$ cat src/include/vlpd_pkg.sv
// Constants and types shared by the line pixel decoder
// Overview of operation
// [RULE1] Four-colour code: hi and lo bits, MSB first
// [RULE2] Each field yields eight consecutive blobs
// [RULE3] Four-colour code indexes persistent colour registers
// [RULE4] Sixteen-colour: low byte nibbles give background, foreground
// [RULE5] Sixteen-colour: high byte bits pick fg or bg
// [RULE6] Sixteen-colour graphics ignores the colour registers
// [RULE7] Old background persists until new foreground used
// [RULE8] Character mode colours ROM dots per mode
// [RULE9] Memory should program repeat count at least eleven; the bench programs two for graphics lines
// [RULE10] Four-colour chars: dot and low byte form index
// [RULE11] Character dots delayed one position, colours not
// [RULE12] Characters per line follow horizontal definition
// [RULE13] Character and colour bytes descend by two
// [RULE14] Mode bits select one of four data modes
// [RULE15] Colour control byte updates one colour register
// [RULE16] High byte scanned MSB first, set means foreground
// [RULE17] One 4-bit colour per blob at definition rate
`default_nettype none
package vlpd_pkg;

   typedef enum logic [1:0] {
      MODE_GFX4  = 2'b00,
      MODE_CHR4  = 2'b01,
      MODE_GFX16 = 2'b10,
      MODE_CHR16 = 2'b11
   } vlpd_mode_t;

   // Mode byte field positions
   localparam int MODE_MSB   = 7;
   localparam int MODE_LSB   = 6;
   localparam int RES_MSB    = 5;
   localparam int RES_LSB    = 4;
   localparam int REP_MSB    = 3;
   localparam int REP_LSB    = 0;

   // Colour control byte field positions
   localparam int CC_ENABLE  = 7;
   localparam int CC_SEL_MSB = 5;
   localparam int CC_SEL_LSB = 4;
   localparam int CC_COL_MSB = 3;
   localparam int CC_COL_LSB = 0;

   // Resolution codes
   localparam logic [1:0] RES_88  = 2'h0;
   localparam logic [1:0] RES_176 = 2'h1;
   localparam logic [1:0] RES_352 = 2'h2;
   localparam logic [1:0] RES_528 = 2'h3;

   // Clocks per blob; inverse to 88:176:352:528, so the blobs of each line take 1056 clocks
   localparam logic [3:0] DIV_88  = 4'hC;
   localparam logic [3:0] DIV_176 = 4'h6;
   localparam logic [3:0] DIV_352 = 4'h3;
   localparam logic [3:0] DIV_528 = 4'h2;

   // Fields (characters) per line, definition divided by eight
   localparam logic [6:0] FIELDS_88  = 7'h0B;
   localparam logic [6:0] FIELDS_176 = 7'h16;
   localparam logic [6:0] FIELDS_352 = 7'h2C;
   localparam logic [6:0] FIELDS_528 = 7'h42;

   localparam logic [2:0]  LAST_BLOB   = 3'h7;
   localparam logic [15:0] ADDR_STEP   = 16'h0001;
   localparam logic [3:0]  COLOUR_RST  = 4'h0;
   localparam logic [7:0]  BYTE_RST    = 8'h00;
   localparam logic [15:0] ADDR_RST    = 16'h0000;

endpackage
`default_nettype wire

$ cat src/core/vlpd_decoder.sv
// Line pixel decoder: fetches a line from display memory, emits blob colours
`timescale 1ns/100ps
`default_nettype none
module vlpd_decoder (
   // Clock and reset
   input  wire logic        clk_sys,
   input  wire logic        reset_n,
   // Line sequencing from raster timing
   input  wire logic        lineStart,
   input  wire logic [15:0] lineAddr,
   input  wire logic [3:0]  scanRow,
   output var  logic        busy,
   output var  logic        lineDone,
   output var  logic [3:0]  lineRepeat,
   // Display memory read port
   output var  logic        memRead,
   output var  logic [15:0] memAddr,
   input  wire logic [7:0]  memData,
   input  wire logic        memValid,
   // Character generator ROM
   output var  logic [7:0]  romCode,
   output var  logic [3:0]  romRow,
   input  wire logic [7:0]  romDots,
   // Blob colour stream to video adaptor
   output var  logic        pixValid,
   output var  logic [3:0]  pixColour,
   input  wire logic        pixReady
);

   typedef enum logic [2:0] {
      ST_IDLE, ST_MODE, ST_CCTL, ST_HI, ST_LO, ST_ROM, ST_BLOB
   } vlpd_state_t;

   vlpd_state_t      state, next_state;
   vlpd_pkg::vlpd_mode_t mode, next_mode;
   logic [1:0]       res, next_res;
   logic [3:0]       next_lineRepeat;
   logic [15:0]      lineBase, next_lineBase;
   logic [15:0]      next_memAddr;
   logic             next_memRead;
   logic             next_busy;
   logic             next_lineDone;
   logic [3:0][3:0]  colourReg, next_colourReg;
   logic [7:0]       hiByte, next_hiByte;
   logic [7:0]       loByte, next_loByte;
   logic [7:0]       dots, next_dots;
   logic [7:0]       prevDots, next_prevDots;
   logic [7:0]       next_romCode;
   logic [3:0]       activeBg, next_activeBg;
   logic [6:0]       fieldIdx, next_fieldIdx;
   logic [2:0]       blobIdx, next_blobIdx;
   logic [3:0]       tickCnt, next_tickCnt;
   logic [3:0]       divSel;
   logic [6:0]       fieldsSel;
   logic [2:0]       bitPos;
   logic             hiBit, loBit, dotBit;
   logic             isChar;
   logic             pushBlob;
   logic             bufInReady;
   logic [3:0]       blobColour;

   // Blob clock and line length from the horizontal definition
   always_comb begin
      unique case (res)
         vlpd_pkg::RES_88: begin
            divSel    = vlpd_pkg::DIV_88;
            fieldsSel = vlpd_pkg::FIELDS_88;
         end
         vlpd_pkg::RES_176: begin
            divSel    = vlpd_pkg::DIV_176;
            fieldsSel = vlpd_pkg::FIELDS_176;
         end
         vlpd_pkg::RES_352: begin
            divSel    = vlpd_pkg::DIV_352; // [RULE12]
            fieldsSel = vlpd_pkg::FIELDS_352;
         end
         vlpd_pkg::RES_528: begin
            divSel    = vlpd_pkg::DIV_528;
            fieldsSel = vlpd_pkg::FIELDS_528; // [RULE12]
         end
      endcase
   end

   // Blob colour selection
   always_comb begin
      bitPos = vlpd_pkg::LAST_BLOB - blobIdx; // [RULE1] [RULE16]
      hiBit  = hiByte[bitPos];
      loBit  = loByte[bitPos];
      dotBit = dots[bitPos];
      isChar = (mode == vlpd_pkg::MODE_CHR4) || (mode == vlpd_pkg::MODE_CHR16);
      unique case (mode) // [RULE14]
         vlpd_pkg::MODE_GFX4:  blobColour = colourReg[{hiBit, loBit}]; // [RULE1] [RULE3]
         vlpd_pkg::MODE_CHR4:  blobColour = colourReg[{loBit, dotBit}]; // [RULE8] [RULE10]
         // Register set not consulted here
         vlpd_pkg::MODE_GFX16: blobColour = hiBit ? loByte[7:4] : activeBg; // [RULE5] [RULE6] [RULE7]
         vlpd_pkg::MODE_CHR16: blobColour = dotBit ? loByte[7:4] : loByte[3:0]; // [RULE8]
      endcase
   end

   // Line sequencer
   always_comb begin
      next_state      = state;
      next_mode       = mode;
      next_res        = res;
      next_lineRepeat = lineRepeat;
      next_lineBase   = lineBase;
      next_memAddr    = memAddr;
      next_memRead    = memRead;
      next_busy       = busy;
      next_lineDone   = 1'b0;
      next_colourReg  = colourReg;
      next_hiByte     = hiByte;
      next_loByte     = loByte;
      next_dots       = dots;
      next_prevDots   = prevDots;
      next_romCode    = romCode;
      next_activeBg   = activeBg;
      next_fieldIdx   = fieldIdx;
      next_blobIdx    = blobIdx;
      next_tickCnt    = tickCnt;
      pushBlob        = 1'b0;
      unique case (state)
         ST_IDLE: begin
            if (lineStart) begin
               next_lineBase = lineAddr;
               next_memAddr  = lineAddr;
               next_memRead  = 1'b1;
               next_busy     = 1'b1;
               next_state    = ST_MODE;
            end
         end
         ST_MODE: begin
            if (memValid) begin
               next_mode       = vlpd_pkg::vlpd_mode_t'(memData[vlpd_pkg::MODE_MSB:vlpd_pkg::MODE_LSB]); // [RULE14]
               next_res        = memData[vlpd_pkg::RES_MSB:vlpd_pkg::RES_LSB];
               next_lineRepeat = memData[vlpd_pkg::REP_MSB:vlpd_pkg::REP_LSB];
               next_memAddr    = memAddr - vlpd_pkg::ADDR_STEP;
               next_state      = ST_CCTL;
            end
         end
         ST_CCTL: begin
            if (memValid) begin
               if (memData[vlpd_pkg::CC_ENABLE]) begin
                  next_colourReg[memData[vlpd_pkg::CC_SEL_MSB:vlpd_pkg::CC_SEL_LSB]] =
                     memData[vlpd_pkg::CC_COL_MSB:vlpd_pkg::CC_COL_LSB]; // [RULE15]
               end
               next_memAddr  = memAddr - vlpd_pkg::ADDR_STEP;
               next_fieldIdx = '0;
               next_prevDots = vlpd_pkg::BYTE_RST;
               next_state    = ST_HI;
            end
         end
         ST_HI: begin
            if (memValid) begin
               next_hiByte  = memData;
               next_romCode = memData; // [RULE10]
               next_memAddr = memAddr - vlpd_pkg::ADDR_STEP; // [RULE13]
               next_state   = ST_LO;
            end
         end
         ST_LO: begin
            if (memValid) begin
               next_loByte  = memData; // [RULE4]
               next_memAddr = memAddr - vlpd_pkg::ADDR_STEP; // [RULE13]
               next_memRead = 1'b0;
               next_blobIdx = '0;
               next_tickCnt = '0;
               // First field of a line has no earlier background to carry
               if (fieldIdx == 7'h00) begin
                  next_activeBg = memData[3:0];
               end
               next_state = isChar ? ST_ROM : ST_BLOB;
            end
         end
         ST_ROM: begin
            // Glyph shown one position late; colour byte is not
            next_dots     = prevDots; // [RULE11]
            next_prevDots = romDots;
            next_state    = ST_BLOB;
         end
         ST_BLOB: begin
            if (tickCnt == divSel - 4'h1) begin
               // Receiver stall holds the blob; no colour is dropped
               if (bufInReady) begin
                  pushBlob     = 1'b1; // [RULE17]
                  next_tickCnt = '0;
                  if (mode == vlpd_pkg::MODE_GFX16 && hiBit) begin
                     next_activeBg = loByte[3:0]; // [RULE7]
                  end
                  if (blobIdx == vlpd_pkg::LAST_BLOB) begin // [RULE2]
                     if (fieldIdx == fieldsSel - 7'h01) begin // [RULE12]
                        next_busy     = 1'b0;
                        next_lineDone = 1'b1;
                        next_state    = ST_IDLE;
                     end else begin
                        next_fieldIdx = fieldIdx + 7'h01;
                        next_memRead  = 1'b1;
                        next_state    = ST_HI;
                     end
                  end else begin
                     next_blobIdx = blobIdx + 3'h1;
                  end
               end
            end else begin
               next_tickCnt = tickCnt + 4'h1;
            end
         end
         default: next_state = ST_IDLE;
      endcase
   end

   always_ff @(posedge clk_sys) begin
      if (!reset_n) begin
         state      <= ST_IDLE;
         mode       <= vlpd_pkg::MODE_GFX4;
         res        <= vlpd_pkg::RES_88;
         lineRepeat <= vlpd_pkg::COLOUR_RST;
         lineBase   <= vlpd_pkg::ADDR_RST;
         memAddr    <= vlpd_pkg::ADDR_RST;
         memRead    <= 1'b0;
         busy       <= 1'b0;
         lineDone   <= 1'b0;
         colourReg  <= '0;
         hiByte     <= vlpd_pkg::BYTE_RST;
         loByte     <= vlpd_pkg::BYTE_RST;
         dots       <= vlpd_pkg::BYTE_RST;
         prevDots   <= vlpd_pkg::BYTE_RST;
         romCode    <= vlpd_pkg::BYTE_RST;
         romRow     <= vlpd_pkg::COLOUR_RST;
         activeBg   <= vlpd_pkg::COLOUR_RST;
         fieldIdx   <= '0;
         blobIdx    <= '0;
         tickCnt    <= '0;
      end else begin
         state      <= next_state;
         mode       <= next_mode;
         res        <= next_res;
         lineRepeat <= next_lineRepeat;
         lineBase   <= next_lineBase;
         memAddr    <= next_memAddr;
         memRead    <= next_memRead;
         busy       <= next_busy;
         lineDone   <= next_lineDone;
         colourReg  <= next_colourReg;
         hiByte     <= next_hiByte;
         loByte     <= next_loByte;
         dots       <= next_dots;
         prevDots   <= next_prevDots;
         romCode    <= next_romCode;
         romRow     <= scanRow;
         activeBg   <= next_activeBg;
         fieldIdx   <= next_fieldIdx;
         blobIdx    <= next_blobIdx;
         tickCnt    <= next_tickCnt;
      end
   end

   vlpd_skid_buf #(
      .WIDTH(4)
   ) u_buf (
      .clk_sys (clk_sys),
      .reset_n (reset_n),
      .inValid (pushBlob),
      .inData  (blobColour),
      .inReady (bufInReady),
      .outValid(pixValid),
      .outData (pixColour),
      .outReady(pixReady)
   );

   a_fourcol_pick: assert property (@(posedge clk_sys) disable iff (!reset_n) // [RULE1] [RULE3]
      pushBlob && mode == vlpd_pkg::MODE_GFX4 |->
         blobColour == colourReg[{hiByte[3'h7 - blobIdx], loByte[3'h7 - blobIdx]}])
      else $error("four-colour blob not from colour register");

   a_eight_blobs: assert property (@(posedge clk_sys) disable iff (!reset_n) // [RULE2]
      state == ST_BLOB && pushBlob && blobIdx != 3'h7 |=> state == ST_BLOB)
      else $error("field ended before eight blobs");

   a_field_end: assert property (@(posedge clk_sys) disable iff (!reset_n) // [RULE2]
      state == ST_BLOB && pushBlob && blobIdx == 3'h7 |=> state != ST_BLOB)
      else $error("field ran past eight blobs");

   a_sixteen_fg: assert property (@(posedge clk_sys) disable iff (!reset_n) // [RULE4] [RULE16]
      pushBlob && mode == vlpd_pkg::MODE_GFX16 && hiByte[3'h7 - blobIdx] |->
         blobColour == loByte[7:4])
      else $error("set bit did not give foreground");

   a_bg_carry: assert property (@(posedge clk_sys) disable iff (!reset_n) // [RULE7]
      pushBlob && mode == vlpd_pkg::MODE_GFX16 && hiByte[3'h7 - blobIdx] |=>
         activeBg == $past(loByte[3:0]))
      else $error("background not updated after foreground use");

   a_regs_hold: assert property (@(posedge clk_sys) disable iff (!reset_n) // [RULE6] [RULE3]
      state != ST_CCTL |=> $stable(colourReg))
      else $error("colour registers changed outside colour control");

   a_colreg_load: assert property (@(posedge clk_sys) disable iff (!reset_n) // [RULE15]
      state == ST_CCTL && memValid && memData[7] |=>
         colourReg[$past(memData[5:4])] == $past(memData[3:0]))
      else $error("colour control byte did not load register");

   a_char_delay: assert property (@(posedge clk_sys) disable iff (!reset_n) // [RULE11]
      state == ST_ROM |=> dots == $past(prevDots) && prevDots == $past(romDots))
      else $error("glyph dots not delayed one position");

   a_char4_pick: assert property (@(posedge clk_sys) disable iff (!reset_n) // [RULE10]
      pushBlob && mode == vlpd_pkg::MODE_CHR4 |->
         blobColour == colourReg[{loByte[3'h7 - blobIdx], dots[3'h7 - blobIdx]}])
      else $error("four-colour character index wrong");

   a_addr_stride: assert property (@(posedge clk_sys) disable iff (!reset_n) // [RULE13]
      state == ST_HI |-> memAddr == lineBase - 16'h0002 - {8'h00, fieldIdx, 1'b0})
      else $error("field byte address off stride");

   a_mode_latch: assert property (@(posedge clk_sys) disable iff (!reset_n) // [RULE14]
      state == ST_MODE && memValid |=> mode == $past(memData[7:6]))
      else $error("mode bits not taken from mode byte");

   a_blob_rate: assert property (@(posedge clk_sys) disable iff (!reset_n) // [RULE17]
      pushBlob |-> tickCnt == divSel - 4'h1 ##1 !pushBlob)
      else $error("blob emitted off definition rate");

endmodule
`default_nettype wire

$ cat src/core/vlpd_skid_buf.sv
// Two-entry buffer with valid and ready on both sides
`timescale 1ns/100ps
`default_nettype none
module vlpd_skid_buf #(
   parameter int WIDTH = 4
) (
   // Clock and reset
   input  wire logic             clk_sys,
   input  wire logic             reset_n,
   // Fill side
   input  wire logic             inValid,
   input  wire logic [WIDTH-1:0] inData,
   output var  logic             inReady,
   // Drain side
   output var  logic             outValid,
   output var  logic [WIDTH-1:0] outData,
   input  wire logic             outReady
);

   logic [WIDTH-1:0] tail;
   logic             tailValid;
   logic [WIDTH-1:0] next_outData;
   logic [WIDTH-1:0] next_tail;
   logic             next_outValid;
   logic             next_tailValid;
   logic             push;
   logic             pop;

   // Ready comes from a flop so the source never sees a combinational loop
   assign inReady = !tailValid;

   always_comb begin
      push           = inValid && inReady;
      pop            = outValid && outReady;
      next_outData   = outData;
      next_tail      = tail;
      next_outValid  = outValid;
      next_tailValid = tailValid;
      if (pop) begin
         if (tailValid) begin
            next_outData   = tail;
            next_outValid  = 1'b1;
            next_tail      = inData;
            next_tailValid = push;
         end else begin
            next_outData  = inData;
            next_outValid = push;
         end
      end else if (push) begin
         if (!outValid) begin
            next_outData  = inData;
            next_outValid = 1'b1;
         end else begin
            next_tail      = inData;
            next_tailValid = 1'b1;
         end
      end
   end

   always_ff @(posedge clk_sys) begin
      if (!reset_n) begin
         outData   <= '0;
         tail      <= '0;
         outValid  <= 1'b0;
         tailValid <= 1'b0;
      end else begin
         outData   <= next_outData;
         tail      <= next_tail;
         outValid  <= next_outValid;
         tailValid <= next_tailValid;
      end
   end

endmodule
`default_nettype wire

$ cat config.mk
export PLATFORM = sky130hd
export DESIGN_NAME = vlpd_decoder
export DESIGN_NICKNAME = d
export VERILOG_FILES = /design/src/include/vlpd_pkg.sv /design/src/core/vlpd_decoder.sv /design/src/core/vlpd_skid_buf.sv
export SDC_FILE = /design/constraint.sdc
export NUM_CORES = 1
export LEC_CHECK = 0
export BUFFER_PORTS_ARGS = -buffer_cell sky130_fd_sc_hd__buf_2
export CAP_MARGIN = 25
export CELL_PAD_IN_SITES_DETAIL_PLACEMENT = 1
export CELL_PAD_IN_SITES_GLOBAL_PLACEMENT = 1
export CORE_ASPECT_RATIO = 0.8
export CORE_MARGIN = 3
export CORE_UTILIZATION = 40
export CTS_BUF_LIST = sky130_fd_sc_hd__clkbuf_8
export CTS_CLUSTER_DIAMETER = 50
export DETAILED_ROUTE_END_ITERATION = 6
export PLACE_DENSITY_LB_ADDON = 0.1
export SLEW_MARGIN = 20
export SYNTH_ARGS = -nofsm -noshare
export SYNTH_HDL_FRONTEND = slang
export SYNTH_HIERARCHICAL = 1
export SYNTH_SLANG_ARGS = --single-unit
$ cat constraint.sdc
create_clock -name clk_sys -period 2.6 [get_ports clk_sys]
set_input_delay 0.13 -clock clk_sys [delete_from_list [all_inputs] [get_ports clk_sys]]
set_output_delay 0.13 -clock clk_sys [all_outputs]
set_load 0.03 [all_outputs]
==> impl_metrics.tcl, run 1 <==
set metrics [dict create \
    layout_min_cycle_time_ns 2.51 \
    regArea_mm2 0.00221 \
    synth_top_family_by_area "simple AND/OR/NAND/NOR gates" \
    synthXorXnorAreaFrac 0.0212 \
    fmax_ghz 0.399 \
    fp.dieH_um 114 \
    worst_pin_slew_ns 0.800 \
    slew_headroom 0.467 \
    hp-class "primary input to flip-flop" \
    viasPerCell 5.56 \
    cp_top_family "multiplexers" \
    gr-total-overflow 0 \
    synth_fp_nets 754 \
    synth_cell_types 60 \
    synth-edff-count 0 \
    drt-initial-drc-count 313 \
    maxCapViolations 0 \
    place_hpwl_um 13100 \
    start_kind "flip-flop" \
    rows 38 \
    cts_tree "built" \
    synthMuxAreaShare 0.130 \
    grt_max_degree 74 \
    multi_input_area_mm2 0.00333 \
    synthSimpleGateAreaFrac 0.213 \
    ys_warn_count 6 \
    outcome "completed" \
    timing.final.crit_share 0.964 \
    worstPathMaxFanout 9 \
    layout-drive-gt1-share 0.221 \
    synth_fa_ha_area_frac 0.0259 \
    drt-pass1-iter-count 4 \
    yosysSeqAreaShare 0.380 \
    filler_cell_count 1705 \
    ctsRootBufferMaster "clkbuf_8" \
    grt_setup_unrepaired "true" \
    slew_violations 0 \
    fin_nets 850 \
    slowest_delay_ns 0.52 \
    cp_slowest_cell "mux4_2" \
    synthCells 701 \
    crit_chain "mux4_2 -> mux2i_4 -> buf_12 -> mux2i_1 -> mux4_2 -> o21ai_1 -> mux2i_1 -> a211oi_1 -> o21bai_1" \
    clock-sinks 110 \
    yosysTopAreaCell "dfxtp_1" \
    arrival_ns 2.84 \
    num_vias 5450 \
    clkSlewWorstSetupHoldPaths_ns 0.11 \
    ios 81 \
    dieArea_mm2 0.0160 \
    initial_core_util 0.417 \
    crit_path_end_kind "flip-flop" \
    wl_um 17900 \
    drc 0 \
    track_usage 0.227 \
    p_leak_nw 2.76 \
    grt_pass1_vias 5670 \
    htreeDepth 3 \
    core_mm2 0.0139 \
    antenna_found_initial 0 \
    clockBufferDepth 2 \
    clk-insertion-delay-late_ns 0.40 \
    wl_per_cell_um 18.2 \
    synth_compound_area_frac 0.177 \
    syn_area_mm2 0.00580 \
    whs_ns 0.0241 \
    grt_pass1_wl_um 29300 \
    netlist.area_leader.share 0.380 \
    setup_viol 0 \
    avgSynthCellArea_um2 8.27 \
    synth_top_flop_cell "dfxtp_1" \
    port_buffers 80 \
    synthTopCellsByArea "dfxtp_1, nand2_1, mux2i_1" \
    async_reset_ff_frac 0 \
    cts_made_buffers 9 \
    die_w_um 141 \
    ir_worst_vdd_mv 0.378 \
    num_antenna_cells 0 \
    required_ns 2.93 \
    ys_ff_latch 110 \
    area_delta_synth_final_pct 18.6 \
    place.gp.congestion 0.812 \
    powerDensity_mw_per_mm2 683 \
    path_buf_inv 1 \
    postRouteAntennaNets 0 \
    clock_skew_ns 0.0127 \
    postLayoutCoreUtil 0.495 \
    hold_violations 0 \
    critical_path_class "flip-flop to flip-flop" \
]
-- final timing paths --
check / from / slack (ns) / end / cells past startpoint
setup / recovery: blobIdx[2] / 0.09 / u_buf/outData[1] / 9
hold reg to reg: dots[4] / 0.47 / dots[4] / 2
hold / removal: memData[7] / 0.02 / loByte[7] / 3
setup reg to reg: blobIdx[2] / 0.09 / u_buf/outData[1] / 9
-- report_power, final --
part	leakage [nW]	switching, mW	internal, mW	total, mW
Combinational	1.77	1.08	0.596	1.67
Sequential	0.894	0.180	1.82	2.00
Clock	0.0897	0.653	0.364	1.02
-- worst reg2reg max path: stages, from the launching register on --
cell	delay (ns)
dfxtp_4	0.39
mux4_2	0.52
mux2i_4	0.18
buf_12	0.16
mux2i_1	0.08
mux4_2	0.48
o21ai_1	0.17
mux2i_1	0.10
a211oi_1	0.23
o21bai_1	0.13
-- state kept, by name, summed over array words and instances (netlist names), 4 cells and up --
register and cells:
colourReg 16, memAddr 16, dots 8, hiByte 8, loByte 8, prevDots 8
fieldIdx 7, activeBg 4, lineRepeat 4, romRow 4, tickCnt 4, u_buf/outData 4
u_buf/tail 4
-- per-stage QoR --
step / cell area, um^2 / power [mW] / worst slack (ns) / TNS, ns / instances
floorplan: 5800 / 3.14 / 0.0278 / 0 / 701
global placement: 6460 / 3.61 / -0.0277 / -0.0277 / 948
detailed placement: 6460 / 3.66 / -0.0881 / -0.199 / 948
CTS: 6790 / 4.70 / 0.00290 / 0 / 977
global route: 6880 / 4.99 / -0.0583 / -0.137 / 981
finish: 6880 / 4.69 / 0.0924 / 0 / 981
-- cell usage after synthesis, drive strengths merged, types with 3 or more instances --
cell,number
nor2b,8
o21a,4
a21boi,3
nor2,60
inv,20
ha,12
dfxtp,110
o21ai,30
clkbuf,35
o21bai,3
or3,4
and3,4
nand3,20
mux2i,44
o211ai,6
a211oi,9
nor4,7
o22ai,3
and2,9
mux4,10
buf,12
nor3,12
o22a,6
nand2,131
a22oi,11
xor2,4
nand4,4
o41ai,3
xnor2,10
nand2b,3
a311oi,4
a21oi,65
a31oi,7
mux2,5
-- cells by family after synthesis --
kind of cell    count (synthesis)
compound gates                164
xor+xnor                       14
fa+ha+maj                      12
buf+inv                        67
flops                         110
mux                            59
simple gates                  275
-- cell usage in the layout (no fill, tap or decap), drive strengths merged, types with 7 or more instances in the layout --
cell type	n
a211oi	9
a31oi	7
a21oi	65
o21ai	30
a22oi	11
nor3	12
nand2	131
ha	12
mux4	10
dfxtp	110
nand3	20
nor4	7
nor2	60
nor2b	8
and2	9
clkbuf	9
mux2i	44
dlygate4sd3	13
buf	119
inv	23
xnor2	10
-- per-layer routing --
metal  routed length (um)  vias up  GRT usage  part of all wire
met5                    0        -          0                 0
met4                  209        0     0.0529             0.012
met3                  748       21     0.0490             0.042
met2                 7900      106      0.361              0.44
met1                 9010     2672      0.318              0.50
li1                     -     2651          -                 -
-- area by class of cell --
cell class                 count  share of cell area
clock buffer                   9              0.0180
clock inverter                 6             0.00819
inverter                      20              0.0109
multi-input combinational    524               0.484
sequential                   110               0.321
tap                          180              0.0328
timing repair buffer         132               0.124
-- repair_timing --
action                                  CTS  global route
setup buffers                             1             4
hold endpoints to repair                 14             0
hold buffers                             13             0
resized for setup                         4            20
pin swaps                                 1             7
endpoints found under the setup margin    7            26
Note: power is estimated with default switching activity, not from simulation.
==> run 2, diff against run 1 <==
--- a/config.mk
+++ b/config.mk
@@ -19,5 +19,4 @@
 export SLEW_MARGIN = 20
 export SYNTH_ARGS = -nofsm -noshare
 export SYNTH_HDL_FRONTEND = slang
-export SYNTH_HIERARCHICAL = 1
 export SYNTH_SLANG_ARGS = --single-unit
==> run 2 against run 1 <==
Compared with the run above:
- synthesized cell count is 1.0% lower
- clock power is 4% lower
- largest power group unchanged
- sequential power is essentially flat
- synthesized area is 2.1% lower
==> impl_metrics.tcl, run 2 <==
set metrics [dict create \
    required_ns 2.88 \
    whs_ns 0.0479 \
    final_common_cell "nand2_1" \
    netlist.area_leader.share 0.388 \
    fmax_ghz 0.404 \
    yosysSeqAreaShare 0.388 \
    seqPwrFrac 0.431 \
    powerDensity_mw_per_mm2 709 \
    layout-drive-gt1-share 0.187 \
    finish.instance_area_mm2 0.00660 \
    switchingPower_mw 1.91 \
    synth_top_flop_cell "dfxtp_1" \
    clock_skew_ns 0.0110 \
    p_clk_frac 0.210 \
    filler_cell_count 1679 \
    grt_setup_unrepaired "false" \
    grt_pass1_wl_um 28100 \
    top_regs "colourReg x16, memAddr x16" \
    cts_tree "built" \
    place.gp.congestion 0.789 \
    p_leak_nw 2.65 \
    track_usage 0.220 \
    area_delta_synth_final_pct 16.4 \
    num_vias 5302 \
    maxCapViolations 0 \
    synthTopCellsByArea "dfxtp_1, nand2_1, mux2i_1" \
    synth-edff-count 0 \
    ys_ff_latch 110 \
    synth_fp_nets 747 \
    wl_per_cell_um 17.9 \
    synthCells 694 \
    layout_min_cycle_time_ns 2.47 \
    power.total_mw 4.68 \
    drc 0 \
    top_layer "met4" \
    hold_violations 0 \
    place_hpwl_um 12500 \
    ctsRootBufferMaster "clkbuf_8" \
    synth_cell_types 60 \
    slew_violations 0 \
    num_antenna_cells 0 \
    setup_viol 0 \
    grt_max_degree 51 \
    cts_made_buffers 9 \
    yosysMostFrequentCell "nand2_1" \
    p_int_mw 2.77 \
    avgSynthCellArea_um2 8.18 \
    combPwrFrac 0.359 \
    antenna_found_initial 0 \
    wl_met1_um 8360 \
    core_mm2 0.0137 \
    dieArea_mm2 0.0157 \
    synthTopCellsByCount "nand2_1, dfxtp_1, a21oi_1" \
    timing.final.crit_share 0.952 \
    fp.dieH_um 113 \
    viasPerCell 5.53 \
    slew_headroom 0.508 \
    arrival_ns 2.76 \
    rows 38 \
    final_cell_mix "nand2_1, dfxtp_1, buf_2" \
    grt_pass1_vias 5432 \
    wl_um 17100 \
    crit_path_end_kind "flip-flop" \
    tns_ns 0 \
    yosysTopAreaCell "dfxtp_1" \
    drt-initial-drc-count 301 \
    place_area_mm2 0.00625 \
    clkSlewWorstSetupHoldPaths_ns 0.11 \
    ir_worst_vdd_mv 0.496 \
    worstPathMaxFanout 10 \
    ys_warn_count 0 \
    wl_met2_um 8060 \
    port_buffers 80 \
    drt-pass1-iter-count 4 \
    htreeDepth 3 \
    critical_path_class "flip-flop to flip-flop" \
    postRouteAntennaNets 0 \
    reg2reg_slack_ns 0.13 \
    worst_pin_slew_ns 0.737 \
    syn_area_mm2 0.00567 \
    start_kind "flip-flop" \
    async_reset_ff_frac 0 \
    wl_met3_um 572 \
    gr-total-overflow 0 \
    die_w_um 139 \
    switching_share 0.408 \
    clockBufferDepth 2 \
    outcome "completed" \
    fin_nets 827 \
    clk-insertion-delay-late_ns 0.40 \
    initial_core_util 0.413 \
    clock-sinks 110 \
    ios 81 \
    hp-class "primary input to flip-flop" \
]
## run 2: changes by cell type in the layout (fill, tap and decap cells not counted), sizes merged, moves of 5 or more
cell    change
buf        -17
a21oi      +10
nand3      +10
nor2        -8
o32ai       +8
nor2b       -7
nor3        +6
o211ai      -6
o22a        -6
mux4        -5
nor4        -5
## run 2: layout make-up
type / instances / area, um^2 / share of cell area
Inverter: 17 / 63.8 / 0.00966
Timing Repair Buffer: 117 / 728 / 0.110
Clock buffer: 9 / 124 / 0.0188
Sequential cell: 110 / 2200 / 0.334
Multi-Input combinational cell: 519 / 3210 / 0.486
Tap cell: 180 / 225 / 0.0341
Clock inverter: 7 / 50.0 / 0.00758
## run 2: worst max-delay path, stage by stage, from the launching register on
cell,delay [ns]
dfxtp_1,0.55
buf_4,0.24
mux2i_1,0.08
mux4_2,0.65
mux4_2,0.51
a21oi_2,0.23
a31oi_1,0.11
## run 2: metrics by stage
stage	setup WS, ns	instances	utilization
finish	0.125	959	0.481
global route	0.00254	959	0.481
CTS	0.00504	959	0.479
detailed placement	-0.0227	928	0.455
global placement	0.135	928	0.455
floorplan	0.114	694	-
## run 2: worst paths after layout
kind | cells after the start | end | start
setup / recovery | 6 | u_buf.outData[3] | blobIdx[0]
hold / removal | 3 | memAddr[6] | lineAddr[6]
setup reg to reg | 6 | u_buf.outData[3] | blobIdx[0]
hold reg to reg | 2 | dots[0] | dots[0]
## run 2: cells by family (layout without fill, tap and decap cells)
group	after synthesis	count (layout)	share of synthesized area
adder cells (fa/ha/maj)	12	12	0.0265
AND/OR/NAND/NOR	269	269	0.212
flip-flops	110	110	0.388
buffers and inverters	65	150	0.0529
AO/OA/AOI/OAI	166	166	0.185
multiplexers	52	52	0.105
XOR/XNOR	20	20	0.0309
## run 2: timing repair
| item | CTS | global route |
|---|---|---|
| setup buffers | 0 | 0 |
| pin swaps | 0 | 1 |
| resized for setup | 2 | 10 |
| setup endpoints to repair | 2 | 15 |
| endpoints found under the hold margin | 19 | 0 |
| hold buffers | 15 | 0 |
## run 2: routing by layer
layer	up-vias	track usage
met4	0	0.0508
met3	17	0.0456
met2	103	0.361
met1	2575	0.302
li1	2607	-
met5	-	0
## run 2: power groups by stage
stage          clock network [mW]  logic, mW  registers, mW
2_1_floorplan                   0      0.957           2.23
3_3_place_gp                    0       1.60           2.04
3_5_place_dp                    0       1.65           2.05
4_1_cts                      1.02       1.67           2.01
5_1_grt                      1.10       1.86           2.04
6_report                    0.984       1.68           2.02
